===== src/epc_pkg.sv =====
/*
 Shared constants for the programmable-memory program control block.
 Assumes a 32-bit AHB-Lite register bus and a 100 MHz clock.
*/
package epc_pkg;
   // --------------------------------------------------
   // Register map
   // --------------------------------------------------
   localparam logic [31:0] EPC_CTRL_ADDR = 32'h0000_0000;
   localparam logic [31:0] EPC_STAT_ADDR = 32'h0000_0004;
   localparam logic [31:0] EPC_LADDR_ADDR = 32'h0000_0008;
   localparam logic [31:0] EPC_LDATA_ADDR = 32'h0000_000c;
   localparam logic [31:0] EPC_WADDR_ADDR = 32'h0000_0010;
   localparam logic [31:0] EPC_WDATA_ADDR = 32'h0000_0014;
   localparam logic [31:0] EPC_RADDR_ADDR = 32'h0000_0018;
   localparam logic [31:0] EPC_RDATA_ADDR = 32'h0000_001c;
   localparam int EPC_AW = 14;
   // --------------------------------------------------
   // Field layout
   // --------------------------------------------------
   localparam int EPC_PGM_BIT = 0;
   localparam int EPC_LATCH_BIT = 2;
   localparam int EPC_ST_LOADER = 0;
   localparam int EPC_ST_FUNC_LO = 1;
   localparam int EPC_ST_CAP = 4;
   localparam logic [7:0] EPC_CTRL_RESET = 8'h00;
   // --------------------------------------------------
   // Loader region and functions
   // --------------------------------------------------
   localparam logic [EPC_AW-1:0] EPC_LOADER_LO = 14'h3f00;
   localparam logic [EPC_AW-1:0] EPC_LOADER_HI = 14'h3fef;
   typedef enum logic [2:0]
   {
      EPC_FN_PGM_VERIFY = 3'h0,
      EPC_FN_VERIFY = 3'h1,
      EPC_FN_RAM_EXEC = 3'h2
   } epc_fn_t;
endpackage


===== src/epc_mem_if.sv =====
/*
 Interface between the control block and its memory-path steering unit.
 Assumes one clock shared by both ends.
*/
`timescale 1ns/10ps
interface epc_mem_if;
   logic latch;
   logic wr;
   logic [13:0] waddr;
   logic [7:0] wdata;
   logic captured;
   logic [13:0] cap_addr;
   logic [7:0] cap_data;
   logic rd_block;
   modport ctrl (output latch, wr, waddr, wdata, input captured, cap_addr, cap_data, rd_block);
   modport path (input latch, wr, waddr, wdata, output captured, cap_addr, cap_data, rd_block);
endinterface


===== src/epc_top.sv =====
/*
 Programmable-memory program control: loader-mode entry at reset, loader
 function select, indicator pins, control register with interlock, and the
 programming-voltage enable. Registers sit on AHB-Lite.
 Assumes pins are asynchronous and are synchronised here.
*/
`timescale 1ns/10ps
module epc_top
   import epc_pkg::*;
(
   // Clock and reset
   input wire logic clk,
   input wire logic srst,
   // AHB-Lite slave
   input wire logic hsel,
   input wire logic [31:0] haddr,
   input wire logic [1:0] htrans,
   input wire logic hwrite,
   input wire logic [2:0] hsize,
   input wire logic [31:0] hwdata,
   input wire logic hready,
   output logic [31:0] hrdata,
   output logic hreadyout,
   output logic hresp,
   // Mode pins
   input wire logic irq_test_mode_voltage,
   input wire logic capture_input_pin,
   input wire logic loader_select_hi,
   input wire logic loader_select_mid,
   input wire logic loader_select_lo,
   // Indicators and array control
   output logic program_indicator_pin,
   output logic verify_indicator_pin,
   output logic eprom_program_control_voltage_en,
   output logic read_blocked,
   output logic loader_rom_hit
);
   // --------------------------------------------------
   // Pin synchronisers
   // --------------------------------------------------
   logic [4:0] pin_s1_ff;
   logic [4:0] pin_s2_ff;
   wire [4:0] pins = {capture_input_pin, irq_test_mode_voltage, loader_select_hi,
                      loader_select_mid, loader_select_lo};

   always_ff @(posedge clk)
   begin
      pin_s1_ff <= pins;
      pin_s2_ff <= pin_s1_ff;
   end

   wire [2:0] sel_pins = pin_s2_ff[2:0];
   wire irq_tst = pin_s2_ff[3];
   wire cap_hi = pin_s2_ff[4];

   // --------------------------------------------------
   // Mode capture at reset release
   // --------------------------------------------------
   logic in_reset_ff;
   logic loader_ff;
   logic [2:0] func_ff;

   always_ff @(posedge clk)
   begin
      in_reset_ff <= srst;
      if (srst)
      begin
         loader_ff <= 1'b0;
         func_ff <= 3'h0;
      end
      else if (in_reset_ff)
      begin
         loader_ff <= irq_tst && cap_hi;
         func_ff <= sel_pins;
      end
   end

   wire fn_pgm = loader_ff && (func_ff == EPC_FN_PGM_VERIFY);
   wire fn_ver = loader_ff && (func_ff == EPC_FN_VERIFY);

   // --------------------------------------------------
   // AHB-Lite address phase
   // --------------------------------------------------
   logic wr_ph_ff;
   logic rd_ph_ff;
   logic [31:0] addr_ff;
   wire take = hsel && hready && htrans[1];

   always_ff @(posedge clk)
   begin
      if (srst)
      begin
         wr_ph_ff <= 1'b0;
         rd_ph_ff <= 1'b0;
         addr_ff <= 32'h0000_0000;
      end
      else if (hready)
      begin
         wr_ph_ff <= take && hwrite;
         rd_ph_ff <= take && !hwrite;
         addr_ff <= haddr;
      end
   end

   wire wr_ctrl = wr_ph_ff && (addr_ff == EPC_CTRL_ADDR);
   wire wr_wa = wr_ph_ff && (addr_ff == EPC_WADDR_ADDR);
   wire wr_wd = wr_ph_ff && (addr_ff == EPC_WDATA_ADDR);
   wire wr_ra = wr_ph_ff && (addr_ff == EPC_RADDR_ADDR);

   // --------------------------------------------------
   // Control register and memory-write port
   // --------------------------------------------------
   logic latch_ff;
   logic pgm_ff;
   logic [EPC_AW-1:0] waddr_ff;
   logic [EPC_AW-1:0] raddr_ff;
   logic mem_wr_ff;
   logic [7:0] wdata_ff;
   wire nxt_latch = hwdata[EPC_LATCH_BIT];
   // Program bit needs latch already set before this write
   wire nxt_pgm = hwdata[EPC_PGM_BIT] && latch_ff;

   always_ff @(posedge clk)
   begin
      if (srst)
      begin
         latch_ff <= EPC_CTRL_RESET[EPC_LATCH_BIT];
         pgm_ff <= EPC_CTRL_RESET[EPC_PGM_BIT];
      end
      else if (wr_ctrl)
      begin
         latch_ff <= nxt_latch;
         pgm_ff <= nxt_pgm;
      end
   end

   always_ff @(posedge clk)
   begin
      if (srst)
      begin
         waddr_ff <= '0;
         raddr_ff <= '0;
         wdata_ff <= 8'h00;
         mem_wr_ff <= 1'b0;
      end
      else
      begin
         mem_wr_ff <= wr_wd;
         if (wr_wa)
            waddr_ff <= hwdata[EPC_AW-1:0];
         if (wr_ra)
            raddr_ff <= hwdata[EPC_AW-1:0];
         if (wr_wd)
            wdata_ff <= hwdata[7:0];
      end
   end

   epc_mem_if mif ();
   assign mif.latch = latch_ff;
   assign mif.wr = mem_wr_ff;
   assign mif.waddr = waddr_ff;
   assign mif.wdata = wdata_ff;

   epc_path u_path
   (
      .clk(clk),
      .srst(srst),
      .m(mif)
   );

   // --------------------------------------------------
   // Read mux and outputs
   // --------------------------------------------------
   wire [31:0] ctrl_rd = {29'h0, latch_ff, 1'b0, pgm_ff};
   wire [31:0] stat_rd = {27'h0, cap_hi, func_ff, loader_ff};
   wire [31:0] rd_mux =
      (addr_ff == EPC_CTRL_ADDR) ? ctrl_rd :
      (addr_ff == EPC_STAT_ADDR) ? stat_rd :
      (addr_ff == EPC_LADDR_ADDR) ? {18'h0, mif.captured, 13'h0} | {18'h0, mif.cap_addr} :
      (addr_ff == EPC_LDATA_ADDR) ? {24'h0, mif.cap_data} :
      (addr_ff == EPC_WADDR_ADDR) ? {18'h0, waddr_ff} :
      (addr_ff == EPC_WDATA_ADDR) ? {24'h0, wdata_ff} :
      (addr_ff == EPC_RADDR_ADDR) ? {18'h0, raddr_ff} :
      32'h0000_0000;

   always_ff @(posedge clk)
   begin
      if (srst)
         hrdata <= 32'h0000_0000;
      else if (take && !hwrite)
         hrdata <= 32'h0000_0000;
      else if (rd_ph_ff)
         hrdata <= rd_mux;
   end

   logic rd_done_ff;
   assign hreadyout = !rd_ph_ff || rd_done_ff;
   always_ff @(posedge clk)
   begin
      if (srst)
         rd_done_ff <= 1'b0;
      else
         rd_done_ff <= rd_ph_ff && !rd_done_ff;
   end
   assign hresp = 1'b0;

   assign eprom_program_control_voltage_en = pgm_ff;
   assign read_blocked = mif.rd_block;
   assign loader_rom_hit = loader_ff && (raddr_ff >= EPC_LOADER_LO)
                           && (raddr_ff <= EPC_LOADER_HI);
   assign program_indicator_pin = fn_pgm && pgm_ff;
   assign verify_indicator_pin = fn_ver || (fn_pgm && latch_ff && !pgm_ff);
endmodule


===== src/epc_path.sv =====
/*
 Memory-path steering: captures address and data of the write that follows
 a latch request, and blocks ordinary reads while latched.
 Assumes writes arrive as one-cycle strobes on the same clock.
*/
`timescale 1ns/10ps
module epc_path
   import epc_pkg::*;
(
   // Clock and reset
   input wire logic clk,
   input wire logic srst,
   // Control side
   epc_mem_if.path m
);
   logic captured_ff;
   logic [EPC_AW-1:0] cap_addr_ff;
   logic [7:0] cap_data_ff;
   wire take = m.latch && m.wr && !captured_ff;

   always_ff @(posedge clk)
   begin
      if (srst || !m.latch)
      begin
         captured_ff <= 1'b0;
         cap_addr_ff <= '0;
         cap_data_ff <= 8'h00;
      end
      else if (take)
      begin
         captured_ff <= 1'b1;
         cap_addr_ff <= m.waddr;
         cap_data_ff <= m.wdata;
      end
   end

   assign m.captured = captured_ff;
   assign m.cap_addr = cap_addr_ff;
   assign m.cap_data = cap_data_ff;
   assign m.rd_block = m.latch;
endmodule


===== config.mk =====
export PLATFORM = sky130hd
export DESIGN_NAME = epc_top
export DESIGN_NICKNAME = d
export VERILOG_FILES = /design/src/epc_pkg.sv /design/src/epc_mem_if.sv /design/src/epc_top.sv /design/src/epc_path.sv
export SDC_FILE = /design/constraint.sdc
export NUM_CORES = 1
export LEC_CHECK = 0
export BUFFER_PORTS_ARGS = -buffer_cell sky130_fd_sc_hd__buf_4
export CORE_MARGIN = 10
export CORE_UTILIZATION = 49
export DETAILED_ROUTE_END_ITERATION = 16
export PLACE_DENSITY = 0.76
export SYNTH_ARGS = -nofsm -noshare
export SYNTH_HDL_FRONTEND = slang
export SYNTH_HIERARCHICAL = 1
export SYNTH_SLANG_ARGS = --single-unit

===== constraint.sdc =====
create_clock -name clk -period 1.9 [get_ports clk]
set_input_delay 0.095 -clock clk [delete_from_list [all_inputs] [get_ports clk]]
set_output_delay 0.095 -clock clk [all_outputs]
set_load 0.01 [all_outputs]

==> qor.tcl, run 1 <==
set qor(status) {finished, final reports clean}
set qor(die_area_sq_mm) 0.01568
set qor(syn_area_sq_mm) 0.005425
set qor(place_inst) 762
set qor(routed_wire_length_per_instance_microns) 17.52
set qor(ys_dominant_reg_cell) {sky130_fd_sc_hd__dfxtp_1}
set qor(fin_setup_tns_ns) 0
set qor(placement_rows) 38
set qor(layout.filler_cells) 831
set qor(rsz0062_at_grt) {yes}
set qor(grt.total_usage_pct) 18.62
set qor(maximum_clock_frequency_ghz) 0.5337
set qor(first_global_vias) 4679
set qor(tritoncts_num_sinks) 126
set qor(final_area_sq_mm) 0.007313
set qor(synth-seq-area-share_pct) 46.49
set qor(clock_insertion_delay_worst_skew_ns) 0.52
set qor(synth_area_leader_cell) {sky130_fd_sc_hd__dfxtp_1}
set qor(area_delta_synth_final_pct) 34.80
set qor(required_ns) 2.30
set qor(delay_of_the_slowest_cell_on_the_worst_path_ns) 0.56
set qor(critical-path-slowest-cell) {sky130_fd_sc_hd__or4b_4}
set qor(initial_core_util_pct) 50.05
set qor(postRouteAntennaNets) 0
set qor(top_layer_used) {met4}
set qor(antenna_violations_before_repair) 0
set qor(max_slew_margin_pct) 64.21
set qor(vias) 4464
set qor(max-cap-violations) 0
set qor(layout_cell_share_with_drive_strength_beyond_1_pct) 22.19
set qor(clkSlewWorstSetupHoldPaths_ns) 0.06
set qor(wl_met3_microns) 1031
set qor(met2_wirelength_microns) 7596
set qor(skew_ns) 0.008560
set qor(worstHoldPathType) {input pin to flip-flop}
set qor(finalCritPeriodShare_pct) 98.62
set qor(drt-met1-wl_microns) 6102
set qor(yosys_register_bits) 126
set qor(most_frequent_cells_in_the_layout) {125 x sky130_fd_sc_hd__dfxtp_1, 100 x sky130_fd_sc_hd__buf_4, 78 x sky130_fd_sc_hd__mux2i_1}
set qor(grt_overflow_total) 0
set qor(top_level_ports) 118
set qor(period_minus_slack_ns) 1.874
set qor(synth_enable_flop_cells) 0
set qor(core_sq_mm) 0.01084
set qor(avgViaCountPerCell) 5.239
set qor(first_pass_grt_wire_length_microns) 23960
set qor(yosys_warn_count) 6
set qor(place.port_buffers) 76
set qor(ys_top_cells_by_area) {sky130_fd_sc_hd__dfxtp_1 46%, sky130_fd_sc_hd__mux2i_1 14%, sky130_fd_sc_hd__nand2b_1 6.9%, sky130_fd_sc_hd__nand2_1 4.0%, sky130_fd_sc_hd__nor2_1 3.4%}
set qor(worstMarginPinSlew_ns) 0.5368
set qor(hold_viol) 0
set qor(ctsLongestPathBuffers) 2
set qor(report.final.slew_viol_count) 0
set qor(layoutNonFillerInstCount) 852
set qor(die_width_microns) 125.2
set qor(hold-path-cell-count) 4
set qor(drtIter0Drc) 286
set qor(worstPathCellList) {nor4_4 > buf_4 > nand4_4 > or4b_4 > buf_6 > mux2i_1}
set qor(post_synth_num_cell_types) 49
set qor(p_per_area_mw_per_mm2) 880.8
set qor(antenna-diode-count) 0
set qor(worst_setup_path_start_kind) {flip-flop}
set qor(reg2reg_depth) 6
set qor(layout.cells.most_common) {sky130_fd_sc_hd__dfxtp_1}
set qor(timing.final.setup_violations) 0
set qor(ys_async_sr_fraction_pct) 0
set qor(yosys.area.top_type_share_pct) 46.49
set qor(post_synth.cell_area_avg_sq_um) 9.740
set qor(drc_errors) 0
set qor(finish.net_count) 778
set qor(clock_buffers_created_by_tritoncts) 17
set qor(place.gp.congestion) 0.8206
set qor(cellLeakagePower_uw) 0.003082
set qor(critical_path_arrival_ns) 2.27
set qor(critical_path.endpoint_type) {flip-flop}
set qor(synthCells) 557
set qor(tritoncts) {built}
set qor(drt_pass1_iterations) 5
set qor(dieHeight_microns) 125.2
set qor(placedInstanceArea_sq_mm) 0.006145
set qor(crit_fanout) 8
set qor(routed_wl_microns) 14930
set qor(place_hpwl_microns) 9784
set qor(clock-root-buffer) {sky130_fd_sc_hd__clkbuf_8}
set qor(cts.htree.levels) 4
set qor(setup.worst_path.class) {flip-flop to flip-flop}
set qor(vdd.ir_drop.worst_mv) 0.9684
set qor(grt_start_max_net_pins) 49
final cells by class:
class | count | area, sq um | share of cell area, %
flip-flops and latches | 126 | 2524 | 34.51
inverters | 3 | 11.26 | 0.1540
clock buffers | 18 | 427.9 | 5.851
clock inverters | 14 | 143.9 | 1.967
repair buffers | 161 | 1384 | 18.92
well taps | 140 | 175.2 | 2.395
multi-input cells | 390 | 2648 | 36.20
kinds of logic (layout without fill, tap and decap cells):
group,after synthesis,in the layout,synth area share (%)
AO/OA/AOI/OAI,71,71,8.925
buffers and inverters,59,196,6.135
flip-flops,126,126,46.49
multiplexers,86,86,16.05
other,1,19,0.06912
AND/OR/NAND/NOR,214,214,22.33
power breakdown:
part	internal, uW	switching [uW]	leakage, uW	total, uW
Clock	1890	1220	0.000257	3110
Sequential	2700	60.4	0.00103	2760
Combinational	313	257	0.00180	570
stage by stage:
step	worst slack (ns)	power (uW)	util [%]	hold slack, ns
6_report	0.02625	6442	67.46	0.1492
5_1_grt	-0.04406	6664	67.46	0.1712
4_1_cts	0.02421	6457	67.38	0.1371
3_5_place_dp	0.02156	3272	56.68	0.2009
3_3_place_gp	0.04536	3258	56.68	0.2004
2_1_floorplan	0.04953	3108	-	0.1227
cell usage after synthesis, types with 2 or more instances:
cell                          n
sky130_fd_sc_hd__a21o_1       3
sky130_fd_sc_hd__a21oi_1     29
sky130_fd_sc_hd__a221o_1      2
sky130_fd_sc_hd__a221oi_1     2
sky130_fd_sc_hd__a22o_1      11
sky130_fd_sc_hd__a22oi_1      2
sky130_fd_sc_hd__a2bb2oi_1    2
sky130_fd_sc_hd__a32oi_1      3
sky130_fd_sc_hd__and4_1       2
sky130_fd_sc_hd__and4_2       2
sky130_fd_sc_hd__buf_1        5
sky130_fd_sc_hd__buf_2        4
sky130_fd_sc_hd__buf_4       22
sky130_fd_sc_hd__clkbuf_1    23
sky130_fd_sc_hd__dfxtp_1    126
sky130_fd_sc_hd__inv_1        3
sky130_fd_sc_hd__mux2_2       8
sky130_fd_sc_hd__mux2i_1     78
sky130_fd_sc_hd__nand2_1     58
sky130_fd_sc_hd__nand2b_1    60
sky130_fd_sc_hd__nand3_1      3
sky130_fd_sc_hd__nand3b_1     3
sky130_fd_sc_hd__nand4_1      5
sky130_fd_sc_hd__nor2_1      49
sky130_fd_sc_hd__nor2b_1      5
sky130_fd_sc_hd__nor3_1       5
sky130_fd_sc_hd__nor4_1       3
sky130_fd_sc_hd__nor4_4       6
sky130_fd_sc_hd__nor4b_1      2
sky130_fd_sc_hd__o211ai_1     2
sky130_fd_sc_hd__o21ai_0      4
sky130_fd_sc_hd__o31a_1       3
sky130_fd_sc_hd__o31ai_1      6
worst max-delay path, delay by kind of cell, from the launching register on:
kind | cells | cell delay [ns]
buffers and inverters | 2 | 0.35
DFF | 1 | 0.34
muxes | 1 | 0.13
and+or+nand+nor | 3 | 0.94
per-layer routing:
layer | global-route usage [%] | vias to the layer above
met1 | 21.17 | 2108
met5 | 0 | -
met3 | 6.379 | 21
li1 | - | 2176
met4 | 4.539 | 0
met2 | 32.74 | 159
state kept, by name (all words and copies together), names as in the netlist, 5 cells and up:
signal,cells
addr_ff,32
hrdata,14
mif.waddr,14
raddr_ff,14
u_path/m.cap_addr,14
mif.wdata,8
u_path/m.cap_data,8
pin_s1_ff,5
pin_s2_ff,5
final timing paths:
kind | from | end | slack [ns]
setup reg to reg | addr_ff[9] | raddr_ff[10] | 0.03
setup / recovery | addr_ff[9] | raddr_ff[10] | 0.03
hold / removal | hwrite | rd_ph_ff | 0.15
hold reg to reg | pin_s1_ff[4] | pin_s2_ff[4] | 0.32
timing repair:
| action | in CTS | in global routing |
|---|---|---|
| endpoints found under the hold margin | 77 | 0 |
| buffers inserted | 0 | 1 |
| endpoints found under the setup margin | 13 | 26 |
| hold buffers | 57 | 0 |
| pin swaps | 2 | 2 |
| resized for setup | 4 | 1 |
(Power assumes the default switching activity.)
==> run 2: changes to the inputs <==
Settings changed: CELL_PAD_IN_SITES_DETAIL_PLACEMENT from default to 1, CELL_PAD_IN_SITES_GLOBAL_PLACEMENT from default to 1, CORE_UTILIZATION 49 to 37, PLACE_DENSITY 0.76 to default, PLACE_DENSITY_LB_ADDON from default to 0.1.
==> qor.tcl, run 2 (synthesis gave the netlist of run 1 again) <==
set qor(grt_overflow_total) 0
set qor(r2r-end) {raddr_ff[9]}
set qor(setup.worst_path.class) {flip-flop to flip-flop}
set qor(layout_setup_ws_ns) -0.008554
set qor(first_pass_grt_wire_length_microns) 25380
set qor(ctsLongestPathBuffers) 2
set qor(hold_path_startpoint) {hwdata[7]}
set qor(cellLeakagePower_uw) 0.003098
set qor(max-cap-violations) 0
set qor(rsz0062_at_grt) {yes}
set qor(top_register) {addr_ff}
set qor(p_per_area_mw_per_mm2) 892.4
set qor(layout_cell_share_with_drive_strength_beyond_1_pct) 23.69
set qor(finish.net_count) 772
set qor(routed_wl_microns) 15900
set qor(fin_setup_tns_ns) -0.008554
set qor(avgViaCountPerCell) 4.963
set qor(place.port_buffers) 76
set qor(crit-reg2reg-launch) {addr_ff[21]}
set qor(swShare_pct) 22.50
set qor(max_slew_margin_pct) 62.34
set qor(report.final.slew_viol_count) 0
set qor(clkSlewWorstSetupHoldPaths_ns) 0.06
set qor(tritoncts) {built}
set qor(violations) {setup timing}
set qor(drtIter0Drc) 177
set qor(routed_wire_length_per_instance_microns) 17.88
set qor(seq_power_share_pct) 42.0
set qor(worst_slack_on_hold_paths_ns) 0.01835
set qor(worst_setup_path_start_kind) {flip-flop}
set qor(finalCritPeriodShare_pct) 100.5
set qor(worstMarginPinSlew_ns) 0.5650
set qor(design_power_total_uw) 6584
set qor(initial_core_util_pct) 37.61
set qor(skew_ns) 0.01354
set qor(placedInstanceArea_sq_mm) 0.006235
set qor(place_hpwl_microns) 10880
set qor(die_width_microns) 141.1
set qor(drc_errors) 0
set qor(place.gp.congestion) 0.7933
set qor(min_delay_worst_endpoint) {raddr_ff[7]}
set qor(layout.cells.most_common) {sky130_fd_sc_hd__dfxtp_1}
set qor(antenna-diode-count) 0
set qor(grt_start_max_net_pins) 44
set qor(r2r_slack_ns) -0.009
set qor(area_delta_synth_final_pct) 36.00
set qor(largest_register_ff_count) 32
set qor(first_global_vias) 4931
set qor(place_inst) 809
set qor(hold_viol) 0
set qor(drt_pass1_iterations) 4
set qor(antenna_violations_before_repair) 0
set qor(most_frequent_cells_in_the_layout) {122 x sky130_fd_sc_hd__dfxtp_1, 102 x sky130_fd_sc_hd__buf_4, 77 x sky130_fd_sc_hd__mux2i_1}
set qor(core_sq_mm) 0.01442
set qor(final_area_sq_mm) 0.007378
set qor(clock_insertion_delay_worst_skew_ns) 0.42
set qor(timing.final.setup_violations) 1
set qor(placement_rows) 44
set qor(tritoncts_num_sinks) 126
set qor(hold-path-cell-count) 3
set qor(top_level_ports) 118
set qor(postRouteAntennaNets) 0
set qor(vdd.ir_drop.worst_mv) 0.4760
set qor(vias) 4412
set qor(period_minus_slack_ns) 1.909
set qor(maximum_clock_frequency_ghz) 0.5240
set qor(cts.htree.levels) 4
set qor(die_area_sq_mm) 0.01991
set qor(required_ns) 2.20
set qor(clock-root-buffer) {sky130_fd_sc_hd__clkbuf_16}
set qor(reg2reg_depth) 5
set qor(dieHeight_microns) 141.1
set qor(cell_internal_pwr_uw) 5103
set qor(critical_path.endpoint_type) {flip-flop}
set qor(critical_path_arrival_ns) 2.20
set qor(layoutNonFillerInstCount) 889
set qor(crit_fanout) 14
set qor(sw_power_uw) 1481
set qor(layout.filler_cells) 1608
set qor(grt.total_usage_pct) 15.84
set qor(power_frac_clock_pct) 49.5
set qor(status) {finished, violations left}
set qor(worstHoldPathType) {input pin to flip-flop}
set qor(comb_power_share_pct) 8.5
set qor(clock_buffers_created_by_tritoncts) 17
-- run 2: cell types whose count changed in the layout (fill, tap and decap cells not counted), moves of 2 or more --
cell	change
sky130_fd_sc_hd__dlygate4sd3_1	-10
sky130_fd_sc_hd__clkinvlp_4	-4
sky130_fd_sc_hd__clkbuf_8	+3
sky130_fd_sc_hd__dfxtp_1	-3
sky130_fd_sc_hd__dfxtp_2	+3
sky130_fd_sc_hd__buf_4	+2
sky130_fd_sc_hd__clkbuf_16	+2
-- run 2: how the worst max path moves through the flow --
stage,startpoint,end,slack (ns),cells after the start
after floorplan,addr_ff[10],raddr_ff[3],0.05,6
after CTS,addr_ff[4],hrdata[3],0.002,5
final,addr_ff[21],raddr_ff[9],-0.009,5
after global placement,addr_ff[21],raddr_ff[2],0.02,5
after detailed placement,addr_ff[21],raddr_ff[0],-0.001,5
after global routing,addr_ff[6],raddr_ff[9],-0.04,5
-- run 2: area by class of cell --
type / count / area (sq um) / share of cell area (%)
multi-input combinational: 390 / 2663 / 36.09
sequential: 126 / 2527 / 34.25
timing repair buffer: 155 / 1344 / 18.21
clock buffer: 22 / 494.2 / 6.698
tap: 184 / 230.2 / 3.120
clock inverter: 9 / 108.9 / 1.475
inverter: 3 / 11.26 / 0.1526
-- run 2: stage by stage --
stage | util, % | worst slack (ns)
2_1_floorplan | - | 0.04953
3_3_place_gp | 43.23 | 0.02200
3_5_place_dp | 43.23 | -0.001324
4_1_cts | 50.74 | 0.002428
5_1_grt | 51.15 | -0.03981
6_report | 51.15 | -0.008554
-- run 2: power by group through the flow --
| stage | clock (uW) | sequential, uW | combinational, uW |
|---|---|---|---|
| 3_3_place_gp | 0 | 2820 | 461 |
| 4_1_cts | 3330 | 2760 | 553 |
| 6_report | 3260 | 2760 | 560 |
| 5_1_grt | 3470 | 2770 | 610 |
| 2_1_floorplan | 0 | 2790 | 314 |
| 3_5_place_dp | 0 | 2820 | 473 |
-- run 2: worst max-delay path, stage by stage (launching register included) --
cell	delay, ns
sky130_fd_sc_hd__dfxtp_1	0.33
sky130_fd_sc_hd__nor4_4	0.32
sky130_fd_sc_hd__nand4_2	0.21
sky130_fd_sc_hd__or4b_4	0.59
sky130_fd_sc_hd__buf_12	0.18
sky130_fd_sc_hd__mux2i_2	0.15
-- run 2: routing by layer --
layer | part of all wire, % | global-route usage [%] | vias to the layer above
met5 | 0 | 0 | -
met4 | 1.2 | 5.326 | 0
met3 | 4.7 | 5.139 | 15
met2 | 51 | 27.14 | 84
met1 | 43 | 18.09 | 2161
li1 | - | - | 2152
-- run 2: repair_timing --
| action | CTS | global route |
|---|---|---|
| hold buffers | 47 | 0 |
| pin swaps | 0 | 4 |
| resized for setup | 2 | 9 |
| gates cloned | 0 | 1 |
| endpoints found under the hold margin | 53 | 0 |
| buffers inserted | 0 | 1 |
| endpoints found under the setup margin | 13 | 26 |
